==> src/cff_pkg.sv <==
package cff_pkg;

  // ----------------------------------------------------------------
  // Operating modes
  // ----------------------------------------------------------------
  typedef enum logic [2:0] {
    CFF_MODE_OFF,
    CFF_MODE_NORMAL,
    CFF_MODE_SILENT,
    CFF_MODE_STANDBY,
    CFF_MODE_GOTOSLEEP,
    CFF_MODE_SLEEP
  } cff_mode_t;

  // ----------------------------------------------------------------
  // Timing constants
  // ----------------------------------------------------------------
  localparam int CFF_CLK_MHZ = 200;
  localparam int CFF_DOM_TIMEOUT_US = 1200;
  localparam int CFF_DOM_TIMEOUT_CYC = CFF_DOM_TIMEOUT_US * CFF_CLK_MHZ;
  localparam int CFF_BUS_DOM_US = 1400;
  localparam int CFF_BUS_DOM_CYC = CFF_BUS_DOM_US * CFF_CLK_MHZ;
  localparam int CFF_UV_FILTER_US = 100;
  localparam int CFF_UV_FILTER_CYC = CFF_UV_FILTER_US * CFF_CLK_MHZ;
  localparam int CFF_TMR_W = 20;
  localparam int CFF_EDGE_CNT = 4;
  localparam int CFF_EDGE_W = 3;

  // ----------------------------------------------------------------
  // Carriers
  // ----------------------------------------------------------------
  typedef struct packed {
    logic battery_uv;
    logic logic_uv;
    logic io_uv;
    logic overtemp;
    logic local_wake;
    logic remote_wake;
    logic bus_short;
  } cff_sense_t;

  typedef struct packed {
    logic cold_start_flag;
    logic wake_request_flag;
    logic wake_source_flag;
    logic wake_source_valid;
    logic bus_short_flag;
    logic tx_clamped_flag;
    logic tx_dominant_timeout_flag;
    logic tx_rx_short_flag;
    logic bus_stuck_dominant_flag;
    logic thermal_shutdown_flag;
    logic battery_undervoltage_flag;
    logic logic_supply_undervoltage_flag;
    logic io_supply_undervoltage_flag;
  } cff_flags_t;

endpackage : cff_pkg

==> src/cff_timer.sv <==
`timescale 1ns/1ps
module cff_timer
  import cff_pkg::*;
#(
  parameter logic [CFF_TMR_W-1:0] LIMIT = 20'h003e8
) (
  // Clock and reset
  input wire logic clk_sys,
  input wire logic reset_n,
  // Control
  input wire logic run,
  input wire logic clear,
  // Status
  output logic expired
);
  typedef struct packed {
    logic [CFF_TMR_W-1:0] count;
    logic expired;
  } cff_tmr_state_t;

  cff_tmr_state_t state_reg;
  cff_tmr_state_t state_next;

  always_comb begin
    state_next = state_reg;
    state_next.expired = 1'b0;
    if (clear || !run) begin
      state_next.count = '0;
    end else if (state_reg.count <= LIMIT) begin
      state_next.count = state_reg.count + 20'h00001;
      state_next.expired = state_reg.count == LIMIT;
    end
  end

  always_ff @(posedge clk_sys) begin
    if (!reset_n) begin
      state_reg <= '0;
    end else begin
      state_reg <= state_next;
    end
  end

  assign expired = state_reg.expired;
endmodule : cff_timer

==> src/cff_fault_flags.sv <==
// Contract
// - Battery supply recovery sets cold start and wake request flags.
// - Cold start shown low after standby/sleep to silent; cleared entering normal.
// - Wake request set in standby, go-to-sleep, sleep on wakes or power-up.
// - Setting wake request restarts logic and I/O undervoltage filter timers.
// - Wake request clears entering normal or on logic/I/O undervoltage.
// - Go-to-sleep transitions are refused while wake request is set.
// - Wake source keeps the first recorded source while set.
// - Supply undervoltage flags never drive the fault indicator.
// - Logic and I/O undervoltage flags set only after the filter time.
// - Bus shorts (one bus_short sense input) are detected while transmitting dominant.
// - Short over four dominant-to-recessive edges flags bus fault in normal.
// - Four clean dominant-to-recessive edges in normal clear bus fault.
// - Transmit low at CAN active entry clamps and disables driver.
// - Clamp clears on power-up, recessive entry, or tx high rx low.
// - Transmit dominant beyond timeout disables driver and sets timeout flag.
// - Timeout flag clears on transmit rising edge or listed mode entry.
// - Transmit-receive short for timeout time sets flag, disables driver.
// - Short flag clears on edge with tx high rx low, or mode entry.
// - Bus dominant too long sets flag; clears on receive rise or mode entry.
// - Local faults other than thermal shown only on normal-to-silent; other transitions clear them.
// - Thermal shutdown disables driver, shows fault, clears on cool-down.
// - Entering normal shows wake source: low local, high remote.
`timescale 1ns/1ps
module cff_fault_flags
  import cff_pkg::*;
#(
  parameter int DOM_TIMEOUT_CYC = CFF_DOM_TIMEOUT_CYC,
  parameter int BUS_DOM_CYC = CFF_BUS_DOM_CYC,
  parameter int UV_FILTER_CYC = CFF_UV_FILTER_CYC
) (
  // Clock and reset
  input wire logic clk_sys,
  input wire logic reset_n,
  // Controller pins and mode
  input wire logic tx_data,
  input wire cff_mode_t mode_req,
  // Bus and analog sense
  input wire logic rx_data,
  input wire cff_sense_t sense,
  // Outputs
  output logic fault_indicator_low,
  output logic driver_enable,
  output cff_mode_t mode_active,
  output cff_flags_t flags
);

  // ----------------------------------------------------------------
  // State
  // ----------------------------------------------------------------
  typedef struct packed {
    logic [1:0] tx_sync;
    logic tx_s;
    logic [1:0] rx_sync;
    logic rx_s;
    cff_sense_t sense_s1;
    cff_sense_t sense_s;
    cff_mode_t mode_s1;
    cff_mode_t mode_s;
    cff_mode_t mode;
    cff_mode_t prev_mode;
    cff_flags_t f;
    logic [CFF_EDGE_W-1:0] short_edges;
    logic [CFF_EDGE_W-1:0] clean_edges;
    logic short_seen;
    logic fault_low;
    logic fault_pin;
    logic drv_en;
  } cff_state_t;

  cff_state_t state_reg;
  cff_state_t state_next;

  logic dto_exp;
  logic txrx_exp;
  logic busdom_exp;
  logic luv_exp;
  logic iouv_exp;
  logic uv_clear;
  logic tx_fall;
  logic tx_rise;
  logic rx_rise;
  logic can_active;
  logic txrx_shorted;

  // ----------------------------------------------------------------
  // Timers
  // ----------------------------------------------------------------
  assign can_active = (state_reg.mode == CFF_MODE_NORMAL) || (state_reg.mode == CFF_MODE_SILENT);
  assign txrx_shorted = can_active && !state_reg.tx_s && !state_reg.rx_s && !state_reg.drv_en;
  assign uv_clear = state_next.f.wake_request_flag && !state_reg.f.wake_request_flag;

  cff_timer #(.LIMIT(CFF_TMR_W'(DOM_TIMEOUT_CYC))) u_dto (
    .clk_sys(clk_sys),
    .reset_n(reset_n),
    .run(can_active && state_reg.drv_en && !state_reg.tx_s),
    .clear(tx_fall),
    .expired(dto_exp)
  );
  cff_timer #(.LIMIT(CFF_TMR_W'(DOM_TIMEOUT_CYC))) u_txrx (
    .clk_sys(clk_sys),
    .reset_n(reset_n),
    .run(txrx_shorted),
    .clear(1'b0),
    .expired(txrx_exp)
  );
  cff_timer #(.LIMIT(CFF_TMR_W'(BUS_DOM_CYC))) u_busdom (
    .clk_sys(clk_sys),
    .reset_n(reset_n),
    .run(!state_reg.rx_s),
    .clear(1'b0),
    .expired(busdom_exp)
  );
  cff_timer #(.LIMIT(CFF_TMR_W'(UV_FILTER_CYC))) u_luv (
    .clk_sys(clk_sys),
    .reset_n(reset_n),
    .run(state_reg.sense_s.logic_uv),
    .clear(uv_clear),
    .expired(luv_exp)
  );
  cff_timer #(.LIMIT(CFF_TMR_W'(UV_FILTER_CYC))) u_iouv (
    .clk_sys(clk_sys),
    .reset_n(reset_n),
    .run(state_reg.sense_s.io_uv),
    .clear(uv_clear),
    .expired(iouv_exp)
  );

  // ----------------------------------------------------------------
  // Next state
  // ----------------------------------------------------------------
  assign tx_fall = state_reg.tx_s && !state_reg.tx_sync[1];
  assign tx_rise = !state_reg.tx_s && state_reg.tx_sync[1];
  assign rx_rise = !state_reg.rx_s && state_reg.rx_sync[1];

  always_comb begin
    logic mode_chg;
    logic enter_normal;
    logic enter_silent;
    logic other_entry;
    logic low_power;
    logic local_any;
    logic wake_evt;
    cff_mode_t new_mode;
    state_next = state_reg;
    mode_chg = 1'b0;
    enter_normal = 1'b0;
    enter_silent = 1'b0;
    other_entry = 1'b0;
    low_power = 1'b0;
    local_any = 1'b0;
    wake_evt = 1'b0;
    new_mode = state_reg.mode;
    state_next.tx_sync = {state_reg.tx_sync[0], tx_data};
    state_next.tx_s = state_reg.tx_sync[1];
    state_next.rx_sync = {state_reg.rx_sync[0], rx_data};
    state_next.rx_s = state_reg.rx_sync[1];
    state_next.sense_s1 = sense;
    state_next.sense_s = state_reg.sense_s1;
    state_next.mode_s1 = mode_req;
    state_next.mode_s = state_reg.mode_s1;

    if (!(state_reg.mode_s == CFF_MODE_GOTOSLEEP && state_reg.f.wake_request_flag)) begin
      new_mode = state_reg.mode_s;
    end
    state_next.mode = new_mode;
    state_next.prev_mode = state_reg.mode;
    mode_chg = new_mode != state_reg.mode;
    enter_normal = mode_chg && new_mode == CFF_MODE_NORMAL;
    enter_silent = mode_chg && new_mode == CFF_MODE_SILENT;
    other_entry = mode_chg && new_mode != CFF_MODE_SILENT;
    low_power = state_reg.mode == CFF_MODE_STANDBY || state_reg.mode == CFF_MODE_GOTOSLEEP
      || state_reg.mode == CFF_MODE_SLEEP;

    state_next.f.logic_supply_undervoltage_flag = state_reg.sense_s.logic_uv
      && (luv_exp || state_reg.f.logic_supply_undervoltage_flag);
    state_next.f.io_supply_undervoltage_flag = state_reg.sense_s.io_uv
      && (iouv_exp || state_reg.f.io_supply_undervoltage_flag);
    state_next.f.battery_undervoltage_flag = state_reg.sense_s.battery_uv;

    if (state_reg.f.battery_undervoltage_flag && !state_reg.sense_s.battery_uv) begin
      state_next.f.cold_start_flag = 1'b1;
      wake_evt = 1'b1;
    end else if (enter_normal) begin
      state_next.f.cold_start_flag = 1'b0;
    end

    if (low_power && (state_reg.sense_s.local_wake || state_reg.sense_s.remote_wake)) begin
      wake_evt = 1'b1;
    end
    if (enter_normal || luv_exp || iouv_exp) begin
      state_next.f.wake_request_flag = 1'b0;
    end
    if (wake_evt) begin
      state_next.f.wake_request_flag = 1'b1;
    end
    if (wake_evt && !state_reg.f.wake_source_valid) begin
      state_next.f.wake_source_valid = 1'b1;
      state_next.f.wake_source_flag = !state_reg.sense_s.remote_wake;
    end else if (mode_chg && state_reg.mode == CFF_MODE_NORMAL) begin
      state_next.f.wake_source_valid = 1'b0;
    end

    if (can_active && !state_reg.tx_s && state_reg.sense_s.bus_short) begin
      state_next.short_seen = 1'b1;
    end
    if (tx_rise) begin
      state_next.short_seen = 1'b0;
      if (state_reg.short_seen) begin
        state_next.clean_edges = '0;
        if (state_reg.short_edges != CFF_EDGE_W'(CFF_EDGE_CNT)) begin
          state_next.short_edges = state_reg.short_edges + 3'h1;
        end
      end else begin
        state_next.short_edges = '0;
        if (state_reg.clean_edges != CFF_EDGE_W'(CFF_EDGE_CNT)) begin
          state_next.clean_edges = state_reg.clean_edges + 3'h1;
        end
      end
    end
    if (mode_chg && state_reg.mode == CFF_MODE_NORMAL) begin
      state_next.f.bus_short_flag = 1'b0;
    end else if (state_reg.mode == CFF_MODE_NORMAL
                 && state_next.short_edges == CFF_EDGE_W'(CFF_EDGE_CNT)) begin
      state_next.f.bus_short_flag = 1'b1;
    end else if (state_reg.mode == CFF_MODE_NORMAL
                 && state_next.clean_edges == CFF_EDGE_W'(CFF_EDGE_CNT)) begin
      state_next.f.bus_short_flag = 1'b0;
    end

    local_any = state_reg.f.tx_dominant_timeout_flag || state_reg.f.tx_rx_short_flag
      || state_reg.f.bus_stuck_dominant_flag || state_reg.f.thermal_shutdown_flag;
    if (mode_chg && (new_mode == CFF_MODE_NORMAL || new_mode == CFF_MODE_SILENT)
        && !can_active) begin
      state_next.f.tx_clamped_flag = !state_reg.tx_s;
    end else if (state_reg.tx_s && !state_reg.rx_s && !local_any) begin
      state_next.f.tx_clamped_flag = 1'b0;
    end

    if (tx_rise || other_entry) begin
      state_next.f.tx_dominant_timeout_flag = 1'b0;
    end
    if (dto_exp) begin
      state_next.f.tx_dominant_timeout_flag = 1'b1;
    end
    if ((tx_rise && !state_reg.rx_s) || other_entry) begin
      state_next.f.tx_rx_short_flag = 1'b0;
    end
    if (txrx_exp) begin
      state_next.f.tx_rx_short_flag = 1'b1;
    end
    if (rx_rise || other_entry) begin
      state_next.f.bus_stuck_dominant_flag = 1'b0;
    end
    if (busdom_exp) begin
      state_next.f.bus_stuck_dominant_flag = 1'b1;
    end
    state_next.f.thermal_shutdown_flag = state_reg.sense_s.overtemp;

    state_next.drv_en = can_active && !state_next.f.tx_clamped_flag
      && !state_next.f.tx_dominant_timeout_flag && !state_next.f.tx_rx_short_flag
      && !state_next.f.thermal_shutdown_flag;

    if (state_next.f.thermal_shutdown_flag) begin
      state_next.fault_low = 1'b1;
    end else if (enter_normal) begin
      state_next.fault_low = state_reg.f.wake_source_valid && state_reg.f.wake_source_flag;
    end else if (state_reg.mode == CFF_MODE_NORMAL && state_next.f.bus_short_flag) begin
      state_next.fault_low = 1'b1;
    end else if (enter_silent) begin
      if (state_reg.mode == CFF_MODE_NORMAL) begin
        state_next.fault_low = local_any || state_reg.f.tx_clamped_flag;
      end else begin
        state_next.fault_low = state_reg.f.cold_start_flag;
      end
    end else if (mode_chg || (state_reg.mode == CFF_MODE_NORMAL
                 && !state_next.f.bus_short_flag && !state_reg.f.wake_source_valid)) begin
      state_next.fault_low = 1'b0;
    end
    state_next.fault_pin = !state_next.fault_low;
  end

  always_ff @(posedge clk_sys) begin
    if (!reset_n) begin
      state_reg <= '0;
      state_reg.tx_sync <= 2'h3;
      state_reg.tx_s <= 1'b1;
      state_reg.rx_sync <= 2'h3;
      state_reg.rx_s <= 1'b1;
      state_reg.mode <= CFF_MODE_STANDBY;
      state_reg.prev_mode <= CFF_MODE_STANDBY;
      state_reg.mode_s1 <= CFF_MODE_STANDBY;
      state_reg.mode_s <= CFF_MODE_STANDBY;
      state_reg.fault_pin <= 1'b1;
    end else begin
      state_reg <= state_next;
    end
  end

  // ----------------------------------------------------------------
  // Outputs
  // ----------------------------------------------------------------
  assign fault_indicator_low = state_reg.fault_pin;
  assign driver_enable = state_reg.drv_en;
  assign mode_active = state_reg.mode;
  assign flags = state_reg.f;
endmodule : cff_fault_flags

==> config.mk <==
export PLATFORM = sky130hd
export DESIGN_NAME = cff_fault_flags
export DESIGN_NICKNAME = d
export VERILOG_FILES = /design/src/cff_pkg.sv /design/src/cff_timer.sv /design/src/cff_fault_flags.sv
export SDC_FILE = /design/constraint.sdc
export NUM_CORES = 1
export LEC_CHECK = 0
export BUFFER_PORTS_ARGS = -buffer_cell sky130_fd_sc_hd__buf_2
export CAP_MARGIN = 20
export CORE_UTILIZATION = 48
export CTS_CLUSTER_SIZE = 14
export DETAILED_ROUTE_END_ITERATION = 7
export GPL_ROUTABILITY_DRIVEN = 0
export PLACE_DENSITY = 0.62
export REMOVE_ABC_BUFFERS = 1
export SYNTH_ARGS = -nofsm -noshare
export SYNTH_HDL_FRONTEND = slang
export SYNTH_SLANG_ARGS = --single-unit
==> constraint.sdc <==
create_clock -name clk_sys -period 2.3 [get_ports clk_sys]
set_clock_uncertainty 0.1 [all_clocks]
set_input_delay 0.69 -clock clk_sys [delete_from_list [all_inputs] [get_ports clk_sys]]
set_output_delay 0.69 -clock clk_sys [all_outputs]
set_load 0.05 [all_outputs]
Word-level counts from Yosys, hierarchy flattened
Index checks and enable logic that the tools add are counted.
- register bits: 157
- latch bits: 0
- bits in writable memories: 0
- bits in read-only memories: 0
- memories: 0
- add/subtract/negate cells: 7
- multipliers: 0
- divide/modulo/power cells: 0
- magnitude comparators: 5
- equality and inequality tests: 19
- shifts and indexed selects: 0
- multiplexer cells: 31
- bitwise logic cells: 5
- reduce and logical (&&, ||, !) cells: 88
- operator list (cell ; count):
    $add A20 B1 Y20 const B ; 5
    $eq A20 B15 Y1 const B ; 2
    $eq A20 B18 Y1 const B ; 2
    $le A20 B15 Y1 const B ; 2
    $le A20 B18 Y1 const B ; 2
    $logic_and A1 B1 Y1 ; 35
    $mux W1 ; 26
    $eq A20 B19 Y1 const B ; 1
    $le A20 B19 Y1 const B ; 1
    $logic_or A1 B1 Y1 ; 20
    $logic_not A1 Y1 ; 19
    $eq A3 B3 Y1 const B ; 5
    $reduce_or A3 Y1 ; 4
    $reduce_or A2 Y1 ; 5
    $eq A3 B2 Y1 const B ; 3
    $mux W3 ; 3
    $mux W7 ; 1
    $add A3 B1 Y3 const B ; 2
    $eq A3 B1 Y1 const B ; 2
    $mux W6 ; 1
    $ne A3 B3 Y1 const B ; 2
    $reduce_bool A2 Y1 ; 3
    $not A1 Y1 ; 5
    $ne A3 B2 Y1 const B ; 1
    3 further kinds ; 3

Depth between registers and ports, before layout
Gate-level depths: netlist of the first run.
- word-level depth: 21
- depth in mapped cells: 9

Modules after synthesis
A second synthesis of the first run with hierarchy kept.
- cells, all modules: 841
- area total of the unflattened synthesis: 7413.4 sq um
- modules (own cells, without submodules) (module ; times used ; cells each ; area each (sq um)):
    cff_fault_flags ; 1 ; 264 ; 2349.8
    cff_timer (u_dto ...) ; 2 ; 117 ; 1019.7
    cff_timer (u_iouv ...) ; 2 ; 107 ; 974.7
    cff_timer (u_busdom) ; 1 ; 129 ; 1074.8

Worst setup path after synthesis of the first run
No wires, ideal clock.
- path kind: register to register
- start point: reg u_busdom.state_reg[1] in the netlist's numbering
- end point: reg u_busdom.state_reg[17] in the netlist's numbering
- setup time: 0.074 ns
- data arrival time: 1.935 ns
- required time: 2.126 ns
- setup slack: 0.190 ns
- cell stages (with the launch flop): 9
- buffers on the path: 0
- period minus slack after synthesis: 2.110 ns
- cell sequence: dfxtp_1 inv_1 ha_1 and4_1 nand4_1 a21oi_1 o2111ai_1 or4_1 o21ai_0
- word-level cells in the longest chain between the ends: 1
- elaborated cells on any way between the ends: 2
- those cells by class: 1 x add/sub; 1 x order compare
- RTL lines (item ; line ; source):
    from (decl) ; cff_timer.sv:21 ; cff_tmr_state_t state_reg;
    from (signal assigned) ; cff_timer.sv:39 ; state_reg <= state_next;
    $add A20 B1 Y20 or $le A20 B19 Y1 (tied branches) ; cff_timer.sv:30, cff_timer.sv:29 ;
Parallel ways exist; a longest one is shown, timed or not.
A chain may end at the register's enable or synchronous reset.

Worst setup path after layout of the first run
- start point: reg state_reg, in the netlist mode_active[0]
- end point: reg state_reg[2] in the netlist's numbering
- word-level cells in the longest chain between the ends: 14
- elaborated cells on any way between the ends: 24
- those cells by class: 4 x eq/ne; 10 x mux; 10 x reduce/logical
- RTL lines (item ; line ; source):
    from (decl) ; cff_fault_flags.sv:71 ; cff_state_t state_reg;
    from (signal assigned) ; cff_fault_flags.sv:296 ; state_reg <= state_next;
    $eq A3 B1 Y1 ; -- ;
    $logic_and A1 B1 Y1 ; cff_fault_flags.sv:227 ; && state_next.clean_edges == CFF_EDGE_W'(CFF_EDGE_CNT)) begin
    $mux W1 ; cff_fault_flags.sv:226 ; end else if (state_reg.mode == CFF_MODE_NORMAL
    $mux W1 ; cff_fault_flags.sv:223 ; end else if (state_reg.mode == CFF_MODE_NORMAL
    $mux W1 ; cff_fault_flags.sv:221 ; if (mode_chg && state_reg.mode == CFF_MODE_NORMAL) begin
    $logic_not A1 Y1 ; cff_fault_flags.sv:277 ; && !state_next.f.bus_short_flag && !state_reg.f.wake_source_valid)) begin
    $logic_and A1 B1 Y1 (2 in series) ; cff_fault_flags.sv:277 ;
    $logic_or A1 B1 Y1 ; cff_fault_flags.sv:276 ; end else if (mode_chg || (state_reg.mode == CFF_MODE_NORMAL
    $mux W1 ; cff_fault_flags.sv:276 ;
    $mux W1 ; cff_fault_flags.sv:270 ; end else if (enter_silent) begin
    $mux W1 ; cff_fault_flags.sv:268 ; end else if (state_reg.mode == CFF_MODE_NORMAL && state_next.f.bus_short_flag) begin
    $mux W1 (*) ; cff_fault_flags.sv:266 ; end else if (enter_normal) begin
    $mux W1 (*) ; cff_fault_flags.sv:264 ; if (state_next.f.thermal_shutdown_flag) begin
Mark *: on every way between the ends. The rest lies on a longest branch, timed or not.

==> impl_table.tex, run 1 <==
\begin{tabular}{lr}
\hline
Metric & Value \\
\hline
\multicolumn{2}{l}{\textbf{Job}} \\
Number of max-cap violations & 0 \\
\multicolumn{2}{l}{\textbf{Clock network}} \\
Clock latency at the later pin of the worst-skew pair & 0.42 ns \\
Level count of the clock H-tree & 4 \\
CTS tree & built \\
Cts bufs inserted & 17 \\
Largest buffer count on any clock path & 2 \\
Number of hold buffers added after CTS & 0 \\
Cell at the root of the clock tree & sky130\_fd\_sc\_hd\_\_clkbuf\_16 \\
Number of post-CTS setup repair buffers & 0 \\
Sinks on Clock Net & 157 \\
Clock edge transition at the registers on the reported setup and hold paths & 0.06 ns \\
Cts repair resizes & 0 \\
\multicolumn{2}{l}{\textbf{Route}} \\
Met2 wire length & 6.34 mm \\
Vias per cell & 5.40 \\
Routed wirelength normalized by instance count & 13.8 microns \\
Met3 wire length & 531 microns \\
Number of antenna-violating nets in the routed design & 0 \\
Total via count after detailed routing & 5,530 \\
Total Wirelength & 14.1 mm \\
Count of unresolved DRC violations after routing & 0 \\
Uppermost routed layer & met4 \\
Iteration-0 DRC Markers & 304 \\
Wire length on met1 & 7.11 mm \\
DR pass1 iterations & 5 \\
\multicolumn{2}{l}{\textbf{Yosys}} \\
Post-synthesis cell count & 804 \\
Number of distinct library cells after synthesis & 63 \\
Total standard cell area after synthesis & 7030 sq um \\
Number of synthesis warnings & 0 \\
Number of flops mapped to enable cells by yosys & 0 \\
Number of synthesized register bits & 157 \\
FFs w/ async S/R, synth & 0\% \\
Share of synthesized area occupied by flip-flops and latches & 44.7\% \\
Primary flip-flop cell chosen by synthesis mapping & sky130\_fd\_sc\_hd\_\_dfxtp\_1 \\
Syn Area/Cell & 8.75 sq um \\
\multicolumn{2}{l}{\textbf{GRT}} \\
Total grt overflow & 0 \\
Initial antenna violation count & 0 \\
Total global-route track usage & 19.4\% \\
Pin count of the biggest net entering global routing & 22 \\
Wire length of the first global-routing pass & 23.1 mm \\
Via count of the first global-routing pass & 4,961 \\
\multicolumn{2}{l}{\textbf{Placement}} \\
Quantity of I/O buffers inserted on ports & 31 \\
Total placed instance area & 7370 sq um \\
Post-DP HPWL & 9.97 mm \\
Cells after DPL & 993 \\
\multicolumn{2}{l}{\textbf{Final layout}} \\
Area overhead of the layout relative to synthesis & 13.3\% \\
Utilization of the core after routing & 56.5\% \\
Area taken by flip-flops and latches & 3140 sq um \\
Area taken by multi-input logic gates & 3540 sq um \\
Final-stage net count & 860 \\
Final design instance area without fill & 7970 sq um \\
Fillers & 1,288 \\
Share of post-route cells with drive strength above 1 & 12.9\% \\
Post-route non-filler standard cell count & 1,025 \\
Inserted Diodes & 0 \\
\multicolumn{2}{l}{\textbf{Floorplanning}} \\
I/O pin count & 32 \\
Full die area & 15,100 sq um \\
Die extent in y & 123 microns \\
Die Span X & 123 microns \\
Starting Density & 49.9\% \\
Standard cell core area & 14,100 sq um \\
Std cell rows & 43 \\
\multicolumn{2}{l}{\textbf{Timing}} \\
Headroom to the max-slew limit & 60.1\% \\
Number of slew-limit violations in the final report & 0 \\
Setup repair after global routing missed its margin & false \\
Final period util & 95.3\% \\
Worst hold margin & 0.308 ns \\
Transition time of the tightest slew-check pin & 0.597 ns \\
Fmax & 456 MHz \\
Min Tclk post-route & 2.19 ns \\
Hold Vio Cnt, Final & 0 \\
Final count of negative-setup-slack endpoints & 0 \\
\multicolumn{2}{l}{\textbf{Worst setup path}} \\
Critical path fanouts, max & 9 \\
Launching element type of the critical path & flop \\
Type of the worst setup path & flop to flop \\
CP arrival & 2.41 ns \\
Required time of the critical path & 2.51 ns \\
Kind of capture point of the worst setup path & flop \\
\multicolumn{2}{l}{\textbf{Power and ir drop}} \\
Pwr per Cell Area & 719 nW/um\^{}2 \\
Worst vdd rail ir drop & 0.537 mV \\
Leakage power of the design & 2.97 nW \\
Total design power & 5.73 mW \\
\multicolumn{2}{l}{\textbf{Outcome}} \\
Result of the run & finished, final reports clean \\
\multicolumn{2}{l}{\textbf{Worst hold path}} \\
Path category of the worst min-delay check & flop to flop \\
\hline
\end{tabular}
## final timing paths
| check | startpoint | endpoint | slack, ns | cells past startpoint |
|---|---|---|---|---|
| worst min-delay path | state_next[54] | state_next[52] | 0.31 | 1 |
| worst max register to register | mode_active[0] | state_reg[2] | 0.11 | 6 |
| worst min register to register | state_next[54] | state_next[52] | 0.31 | 1 |
| worst max-delay path | mode_active[0] | state_reg[2] | 0.11 | 6 |
## where the power goes
| group | internal [mW] | switching (mW) | total [mW] | leakage [nW] |
|---|---|---|---|---|
| clock | 1.68 | 1.08 | 2.76 | 0.278 |
| sequential | 2.75 | 0.0241 | 2.78 | 1.27 |
| combinational | 0.0709 | 0.120 | 0.191 | 1.42 |
| total | 4.50 | 1.22 | 5.73 | 2.97 |
## cells by family after synthesis
group / count (synthesis) / share of synthesized area [%]
adder cells (fa/ha/maj): 14 / 2.49
XOR/XNOR: 70 / 8.72
flip-flops: 157 / 44.7
AND/OR/NAND/NOR: 371 / 27.5
buffers and inverters: 79 / 5.14
multiplexers: 4 / 0.587
AO/OA/AOI/OAI: 109 / 10.8
## metal layers
layer | up-vias | global-route usage (%)
li1 | 2828 | -
met1 | 2604 | 25.9
met2 | 85 | 30.5
met3 | 13 | 5.12
met4 | 0 | 6.63
met5 | - | 0
## worst max-delay path, cell delays in order (launching register included)
cell and delay, ns:
sky130_fd_sc_hd__dfxtp_1 0.47, sky130_fd_sc_hd__or3b_2 0.53, sky130_fd_sc_hd__or3_1 0.38, sky130_fd_sc_hd__o2111ai_1 0.10, sky130_fd_sc_hd__mux2_2 0.17, sky130_fd_sc_hd__o211ai_1 0.12, sky130_fd_sc_hd__a32o_1 0.22
## cells in the final DEF (no fill, tap or decap), types with 3 or more instances in the layout
cell                           n
sky130_fd_sc_hd__ha_1         14
sky130_fd_sc_hd__nor3_1       19
sky130_fd_sc_hd__or4_1         7
sky130_fd_sc_hd__nand2_1      53
sky130_fd_sc_hd__xnor2_1      23
sky130_fd_sc_hd__xor2_1       47
sky130_fd_sc_hd__a211oi_1      3
sky130_fd_sc_hd__or3_1         5
sky130_fd_sc_hd__and4_1       11
sky130_fd_sc_hd__buf_2        31
sky130_fd_sc_hd__clkbuf_16    17
sky130_fd_sc_hd__a31oi_1       4
sky130_fd_sc_hd__o211ai_1     13
sky130_fd_sc_hd__nor2_1      112
sky130_fd_sc_hd__nand2b_1     17
sky130_fd_sc_hd__nor4b_1       4
sky130_fd_sc_hd__nand4_1      27
sky130_fd_sc_hd__o21ai_0      27
sky130_fd_sc_hd__a21oi_1      22
sky130_fd_sc_hd__nand3_1      27
sky130_fd_sc_hd__dfxtp_1     157
sky130_fd_sc_hd__o21a_1        4
sky130_fd_sc_hd__inv_1        30
sky130_fd_sc_hd__nor4_1       11
sky130_fd_sc_hd__clkinv_2      3
sky130_fd_sc_hd__o2111ai_1     9
sky130_fd_sc_hd__clkbuf_8      3
sky130_fd_sc_hd__and2_1       35
sky130_fd_sc_hd__or2_2         8
sky130_fd_sc_hd__clkinvlp_4    4
sky130_fd_sc_hd__buf_4        27
sky130_fd_sc_hd__mux2i_1       3
sky130_fd_sc_hd__and3_1       21
## area by class of cell
class / count / area share (%)
clock buffer: 22 / 5.95
inverter: 30 / 1.41
tap: 180 / 2.83
clock inverter: 10 / 1.43
sequential: 157 / 39.5
multi-input combinational: 568 / 44.4
timing repair buffer: 58 / 4.49
## cell usage after synthesis, types with 22 or more instances
master	count	area (sq um)
sky130_fd_sc_hd__a21oi_1	22	110
sky130_fd_sc_hd__xnor2_1	23	201
sky130_fd_sc_hd__nand3_1	27	135
sky130_fd_sc_hd__nor2_1	112	420
sky130_fd_sc_hd__nand4_1	27	169
sky130_fd_sc_hd__inv_1	30	113
sky130_fd_sc_hd__o21ai_0	27	135
sky130_fd_sc_hd__clkbuf_1	29	109
sky130_fd_sc_hd__and2_1	35	219
sky130_fd_sc_hd__xor2_1	47	412
sky130_fd_sc_hd__nand2_1	53	199
sky130_fd_sc_hd__dfxtp_1	157	3140
## through the flow
stage,setup TNS (ns),worst slack (ns)
global placement,0,0.142
CTS,0,0.105
floorplan,-0.739,-0.182
finish,0,0.108
global route,0,0.00769
detailed placement,0,0.0745
(Power assumes the default switching activity.)
==> run 2: changes to the inputs <==
CORE_UTILIZATION = 23   (was 48)
PLACE_DENSITY = 0.34   (was 0.62)
==> impl_table.tex, run 2 (synthesis gave the netlist of run 1 again) <==
\begin{tabular}{lr}
\hline
Metric & Value \\
\hline
\multicolumn{2}{l}{\textbf{Worst setup path}} \\
Kind of capture point of the worst setup path & flop \\
Launching element type of the critical path & flop \\
Startpoint of the most critical register-to-register path & u\_luv.state\_reg[13] \\
Endpoint of the most critical register-to-register path & u\_luv.state\_reg[9] \\
Required time of the critical path & 2.51 ns (about the same) \\
Critical path fanouts, max & 14 (+5) \\
CP arrival & 2.40 ns (about the same) \\
Type of the worst setup path & flop to flop \\
Setup slack on the worst flop-to-flop path & 0.11 ns (about the same) \\
Worst r2r path cells & 6 (unchanged) \\
\multicolumn{2}{l}{\textbf{Timing}} \\
Final count of negative-setup-slack endpoints & 0 (unchanged) \\
Min Tclk post-route & 2.19 ns (-0.00237 ns) \\
Fmax & 457 MHz (+0.11\%) \\
Total Neg Setup Slack & 0 ns (unchanged) \\
Headroom to the max-slew limit & 61.3\% (+1.2 points) \\
Transition time of the tightest slew-check pin & 0.579 ns (-0.0175 ns) \\
Number of slew-limit violations in the final report & 0 (unchanged) \\
Hold Vio Cnt, Final & 0 (unchanged) \\
Setup repair after global routing missed its margin & false \\
Final period util & 95.2\% (-0.10 points) \\
\multicolumn{2}{l}{\textbf{Worst hold path}} \\
Capture endpoint of the worst hold path & state\_next[49] \\
Worst Hold Launch & state\_next[51] \\
Cells on Worst Hold Path & 1 (unchanged) \\
Path category of the worst min-delay check & flop to flop \\
\multicolumn{2}{l}{\textbf{Route}} \\
Number of antenna-violating nets in the routed design & 0 (unchanged) \\
DR pass1 iterations & 4 (-1) \\
Count of unresolved DRC violations after routing & 0 (unchanged) \\
Vias per cell & 4.38 (-19\%) \\
Total via count after detailed routing & 5,445 (-1.5\%) \\
Routed wirelength normalized by instance count & 13.4 microns (-2.9\%) \\
Iteration-0 DRC Markers & 294 (-3.3\%) \\
Total Wirelength & 16.7 mm (+18\%) \\
\multicolumn{2}{l}{\textbf{Floorplanning}} \\
Std cell rows & 63 (+47\%) \\
Die Span X & 177 microns (+44\%) \\
I/O pin count & 32 (unchanged) \\
Die extent in y & 177 microns (+44\%) \\
Starting Density & 23.5\% (-26 points) \\
Full die area & 31,300 sq um (+110\%) \\
Standard cell core area & 29,900 sq um (+110\%) \\
\multicolumn{2}{l}{\textbf{Clock network}} \\
Number of post-CTS setup repair buffers & 0 (unchanged) \\
Level count of the clock H-tree & 4 (unchanged) \\
Sinks on Clock Net & 157 (unchanged) \\
CTS tree & built \\
Cts bufs inserted & 17 (unchanged) \\
Cell at the root of the clock tree & sky130\_fd\_sc\_hd\_\_clkbuf\_16 \\
Clock latency at the later pin of the worst-skew pair & 0.42 ns (about the same) \\
Largest buffer count on any clock path & 2 (unchanged) \\
Clock edge transition at the registers on the reported setup and hold paths & 0.06 ns (about the same) \\
\multicolumn{2}{l}{\textbf{GRT}} \\
Pin count of the biggest net entering global routing & 20 (-9.1\%) \\
Via count of the first global-routing pass & 5,381 (+8.5\%) \\
Initial antenna violation count & 0 (unchanged) \\
Total global-route track usage & 11.3\% (-8.1 points) \\
Total grt overflow & 0 (unchanged) \\
Wire length of the first global-routing pass & 28.1 mm (+21\%) \\
\multicolumn{2}{l}{\textbf{Placement}} \\
Quantity of I/O buffers inserted on ports & 31 (unchanged) \\
Total placed instance area & 7700 sq um (+4.5\%) \\
Post-DP HPWL & 11.8 mm (+19\%) \\
\multicolumn{2}{l}{\textbf{Outcome}} \\
Result of the run & finished, final reports clean \\
\multicolumn{2}{l}{\textbf{Power and ir drop}} \\
Leakage power of the design & 3.03 nW (+1.7\%) \\
Worst vdd rail ir drop & 0.477 mV (-11\%) \\
Pwr per Cell Area & 699 nW/um\^{}2 (-2.8\%) \\
\multicolumn{2}{l}{\textbf{Final layout}} \\
Inserted Diodes & 0 (unchanged) \\
Share of post-route cells with drive strength above 1 & 14.1\% (+1.2 points) \\
Final design instance area without fill & 8300 sq um (+4.2\%) \\
Fillers & 3,203 (+150\%) \\
Leading cell type in the layout, fill and taps excluded & sky130\_fd\_sc\_hd\_\_dfxtp\_1 \\
Commonest cells after routing, fill and taps aside & 157 x sky130\_fd\_sc\_hd\_\_dfxtp\_1, 112 x sky130\_fd\_sc\_hd\_\_nor2\_1, 53 x sky130\_fd\_sc\_hd\_\_nand2\_1, 47 x sky130\_fd\_sc\_hd\_\_xor2\_1, 36 x sky130\_fd\_sc\_hd\_\_buf\_4 \\
Final-stage net count & 869 (+1.0\%) \\
Area overhead of the layout relative to synthesis & 18.0\% \\
\multicolumn{2}{l}{\textbf{Job}} \\
Number of max-cap violations & 0 (unchanged) \\
\hline
\end{tabular}
==> run 2: repair_timing <==
item                       in CTS  in global routing
resized for setup               0                  3
setup endpoints to repair       0                  4
hold buffers                    0                  0
==> run 2: through the flow <==
stage	power [mW]	util [%]	std cells	setup WS (ns)	hold WS, ns
final	5.80	27.8	1243	0.110	0.307
after global routing	6.06	27.8	1243	0.0104	0.332
after CTS	5.93	27.7	1243	0.0866	0.311
after detailed placement	3.04	25.8	1212	0.0914	0.296
after global placement	3.04	25.8	1212	0.0927	0.292
after floorplan	2.95	-	755	-0.182	0.286
==> run 2: layout make-up <==
cell class              count  area, sq um  share of cell area [%]
clock buffers              20          467                    5.62
clock inverters            11          116                    1.40
inverters                  30          113                    1.36
multi-input cells         568         3550                    42.7
flip-flops and latches    157         3140                    37.9
well taps                 390          488                    5.88
repair buffers             67          425                    5.13
==> run 2: worst max-delay path by stage <==
stage	slack, ns	endpoint	cells after the start	startpoint
global placement	0.09	u_luv.state_reg[8]	6	u_luv.state_reg[4]
finish	0.11	u_luv.state_reg[9]	6	u_luv.state_reg[13]
detailed placement	0.09	u_dto.state_reg[17]	4	reset_n
floorplan	-0.18	u_dto.state_reg[12]	5	mode_active[1]
global route	0.01	u_luv.state_reg[9]	6	u_luv.state_reg[13]
CTS	0.09	u_luv.state_reg[7]	6	u_luv.state_reg[13]
==> run 2: report_power, final <==
part	internal [mW]	total, mW	switching [mW]
sequential	2.75	2.78	0.0254
combinational	0.0724	0.199	0.127
clock	1.67	2.82	1.15
==> run 2: layer usage <==
metal  up-vias  global-route usage [%]  part of all wire [%]
li1       2854                       -                     -
met1      2525                    15.8                    54
met2        59                    17.1                    43
met3         7                    2.58                   2.8
met4         0                    3.45                  0.96
met5         -                       0                     0
==> run 2: critical path, cell delays in order, from the launching register on <==
cell and delay (ns):
sky130_fd_sc_hd__dfxtp_1 0.33, sky130_fd_sc_hd__or2_2 0.30, sky130_fd_sc_hd__or4_1 0.46, sky130_fd_sc_hd__o21ba_2 0.35, sky130_fd_sc_hd__nor4_1 0.34, sky130_fd_sc_hd__xnor2_1 0.16, sky130_fd_sc_hd__nor2_1 0.05
==> run 3: changes to the inputs <==
RECOVER_POWER = 50   (was unset)
==> impl_table.tex, run 3 (synthesis gave the netlist of run 1 again) <==
\begin{tabular}{lr}
\hline
Metric & Value \\
\hline
\multicolumn{2}{l}{\textbf{Outcome}} \\
Result of the run & finished, final reports clean \\
\multicolumn{2}{l}{\textbf{GRT}} \\
Pin count of the biggest net entering global routing & 20 (unchanged) \\
Initial antenna violation count & 0 (unchanged) \\
Total grt overflow & 0 (unchanged) \\
Wire length of the first global-routing pass & 28.1 mm (unchanged) \\
Total global-route track usage & 11.3\% (unchanged) \\
Via count of the first global-routing pass & 5,381 (unchanged) \\
\multicolumn{2}{l}{\textbf{Floorplanning}} \\
Die Span X & 177 microns (unchanged) \\
Die extent in y & 177 microns (unchanged) \\
Std cell rows & 63 (unchanged) \\
Starting Density & 23.5\% (unchanged) \\
Full die area & 31,300 sq um (unchanged) \\
Standard cell core area & 29,900 sq um (unchanged) \\
I/O pin count & 32 (unchanged) \\
\multicolumn{2}{l}{\textbf{Clock network}} \\
Clock latency at the later pin of the worst-skew pair & 0.42 ns (about the same) \\
Cts bufs inserted & 17 (unchanged) \\
Level count of the clock H-tree & 4 (unchanged) \\
Largest buffer count on any clock path & 2 (unchanged) \\
CTS tree & built \\
Number of hold buffers added after CTS & 0 (unchanged) \\
Cell at the root of the clock tree & sky130\_fd\_sc\_hd\_\_clkbuf\_16 \\
Clock edge transition at the registers on the reported setup and hold paths & 0.06 ns (about the same) \\
Sinks on Clock Net & 157 (unchanged) \\
Number of post-CTS setup repair buffers & 0 (unchanged) \\
\multicolumn{2}{l}{\textbf{Timing}} \\
Final period util & 95.2\% (about the same) \\
Setup repair after global routing missed its margin & false \\
Final count of negative-setup-slack endpoints & 0 (unchanged) \\
Hold Vio Cnt, Final & 0 (unchanged) \\
Number of slew-limit violations in the final report & 0 (unchanged) \\
Transition time of the tightest slew-check pin & 0.672 ns (+0.0925 ns) \\
Setup ws final & 0.110 ns (-0.000436 ns) \\
Min Tclk post-route & 2.19 ns (+0.000436 ns) \\
Headroom to the max-slew limit & 55.2\% (-6.1 points) \\
Total Neg Setup Slack & 0 ns (unchanged) \\
Fmax & 457 MHz (about the same) \\
\multicolumn{2}{l}{\textbf{Final layout}} \\
Final design instance area without fill & 8230 sq um (-0.80\%) \\
Leading cell type in the layout, fill and taps excluded & sky130\_fd\_sc\_hd\_\_dfxtp\_1 \\
Area overhead of the layout relative to synthesis & 17.1\% \\
Share of post-route cells with drive strength above 1 & 11.3\% (-2.8 points) \\
Commonest cells after routing, fill and taps aside & 157 x sky130\_fd\_sc\_hd\_\_dfxtp\_1, 112 x sky130\_fd\_sc\_hd\_\_nor2\_1, 53 x sky130\_fd\_sc\_hd\_\_nand2\_1, 47 x sky130\_fd\_sc\_hd\_\_xor2\_1, 30 x sky130\_fd\_sc\_hd\_\_inv\_1 \\
Inserted Diodes & 0 (unchanged) \\
Final-stage net count & 869 (unchanged) \\
\multicolumn{2}{l}{\textbf{Route}} \\
Total via count after detailed routing & 5,427 (-0.33\%) \\
Number of antenna-violating nets in the routed design & 0 (unchanged) \\
DR pass1 iterations & 5 (+1) \\
Iteration-0 DRC Markers & 283 (-3.7\%) \\
Routed wirelength normalized by instance count & 13.4 microns (about the same) \\
Vias per cell & 4.37 (-0.33\%) \\
Count of unresolved DRC violations after routing & 0 (unchanged) \\
Total Wirelength & 16.7 mm (about the same) \\
\multicolumn{2}{l}{\textbf{Job}} \\
Number of max-cap violations & 0 (unchanged) \\
\multicolumn{2}{l}{\textbf{Worst setup path}} \\
Required time of the critical path & 2.51 ns (about the same) \\
Launching element type of the critical path & flop \\
Type of the worst setup path & flop to flop \\
List of cells traversed by the critical path & or2\_2 > or4\_1 > o21ba\_2 > nor4\_1 > xnor2\_1 > nor2\_1 \\
Slowest Stage Delay on Critical Path & 0.46 ns (about the same) \\
CP arrival & 2.40 ns (about the same) \\
Critical path fanouts, max & 14 (unchanged) \\
Critical path's slowest cell & sky130\_fd\_sc\_hd\_\_or4\_1 \\
Kind of capture point of the worst setup path & flop \\
\multicolumn{2}{l}{\textbf{Placement}} \\
Worst setup timing slack at the placement stage & 0.0914 ns (unchanged) \\
Post-DP HPWL & 11.8 mm (unchanged) \\
Quantity of I/O buffers inserted on ports & 31 (unchanged) \\
Total placed instance area & 7700 sq um (unchanged) \\
\multicolumn{2}{l}{\textbf{Power and ir drop}} \\
Pwr per Cell Area & 702 nW/um\^{}2 (+0.54\%) \\
Worst vdd rail ir drop & 0.470 mV (-1.3\%) \\
Leakage power of the design & 2.92 nW (-3.6\%) \\
\multicolumn{2}{l}{\textbf{Worst hold path}} \\
Path category of the worst min-delay check & flop to flop \\
\hline
\end{tabular}
[run 3: cell types whose count changed in the layout (fill, tap and decap cells not counted), sizes merged]
cell | previous run | this run
buf | 67 | 39
clkbuf | 20 | 48
[run 3: timing repair]
action / 4_1_cts / 5_1_grt
endpoints found under the setup margin: 0 / 4
resized for setup: 0 / 3
endpoints found under the hold margin: 0 / 0
[run 3: layer usage]
layer	up-vias	GRT usage, %	part of all wire (%)	wire length [microns]
li1	2856	-	-	-
met1	2519	15.8	54	9010
met2	45	17.1	43	7110
met3	7	2.58	2.3	381
met4	0	3.45	0.89	148
met5	-	0	0	0
[run 3: stage by stage]
step | hold slack, ns | instances | utilization (%) | power [mW]
after global placement | 0.292 | 1212 | 25.8 | 3.04
final | 0.307 | 1243 | 27.6 | 5.78
after floorplan | 0.286 | 755 | - | 2.95
after CTS | 0.311 | 1243 | 27.7 | 5.93
after global routing | 0.332 | 1243 | 27.6 | 6.05
after detailed placement | 0.296 | 1212 | 25.8 | 3.04
[run 3: where the power goes]
group	internal, mW	total, mW	switching (mW)
Sequential	2.75	2.78	0.0256
Clock	1.67	2.81	1.14
Combinational	0.0644	0.191	0.127
[run 3: worst paths after layout]
path                  startpoint                 end  slack (ns)  cells after the start
min               state_next[51]      state_next[49]        0.31                      1
min reg2reg       state_next[51]      state_next[49]        0.31                      1
max          u_luv.state_reg[13]  u_luv.state_reg[9]        0.11                      6
max reg2reg  u_luv.state_reg[13]  u_luv.state_reg[9]        0.11                      6
[run 3: layout make-up]
class                   instances  area (sq um)
clock inverters                11           116
fillers                      3219         21600
well taps                     390           488
inverters                      30           113
multi-input cells             568          3540
flip-flops and latches        157          3140
repair buffers                 67           364
clock buffers                  20           467
[run 3: critical path: cells and delay by family, from the launching register on]
family	cells	cell delay [ns]
and+or+nand+nor	4	1.15
AOI/OAI and AO/OA	1	0.35
DFF	1	0.33
xor gates and xnor gates	1	0.16
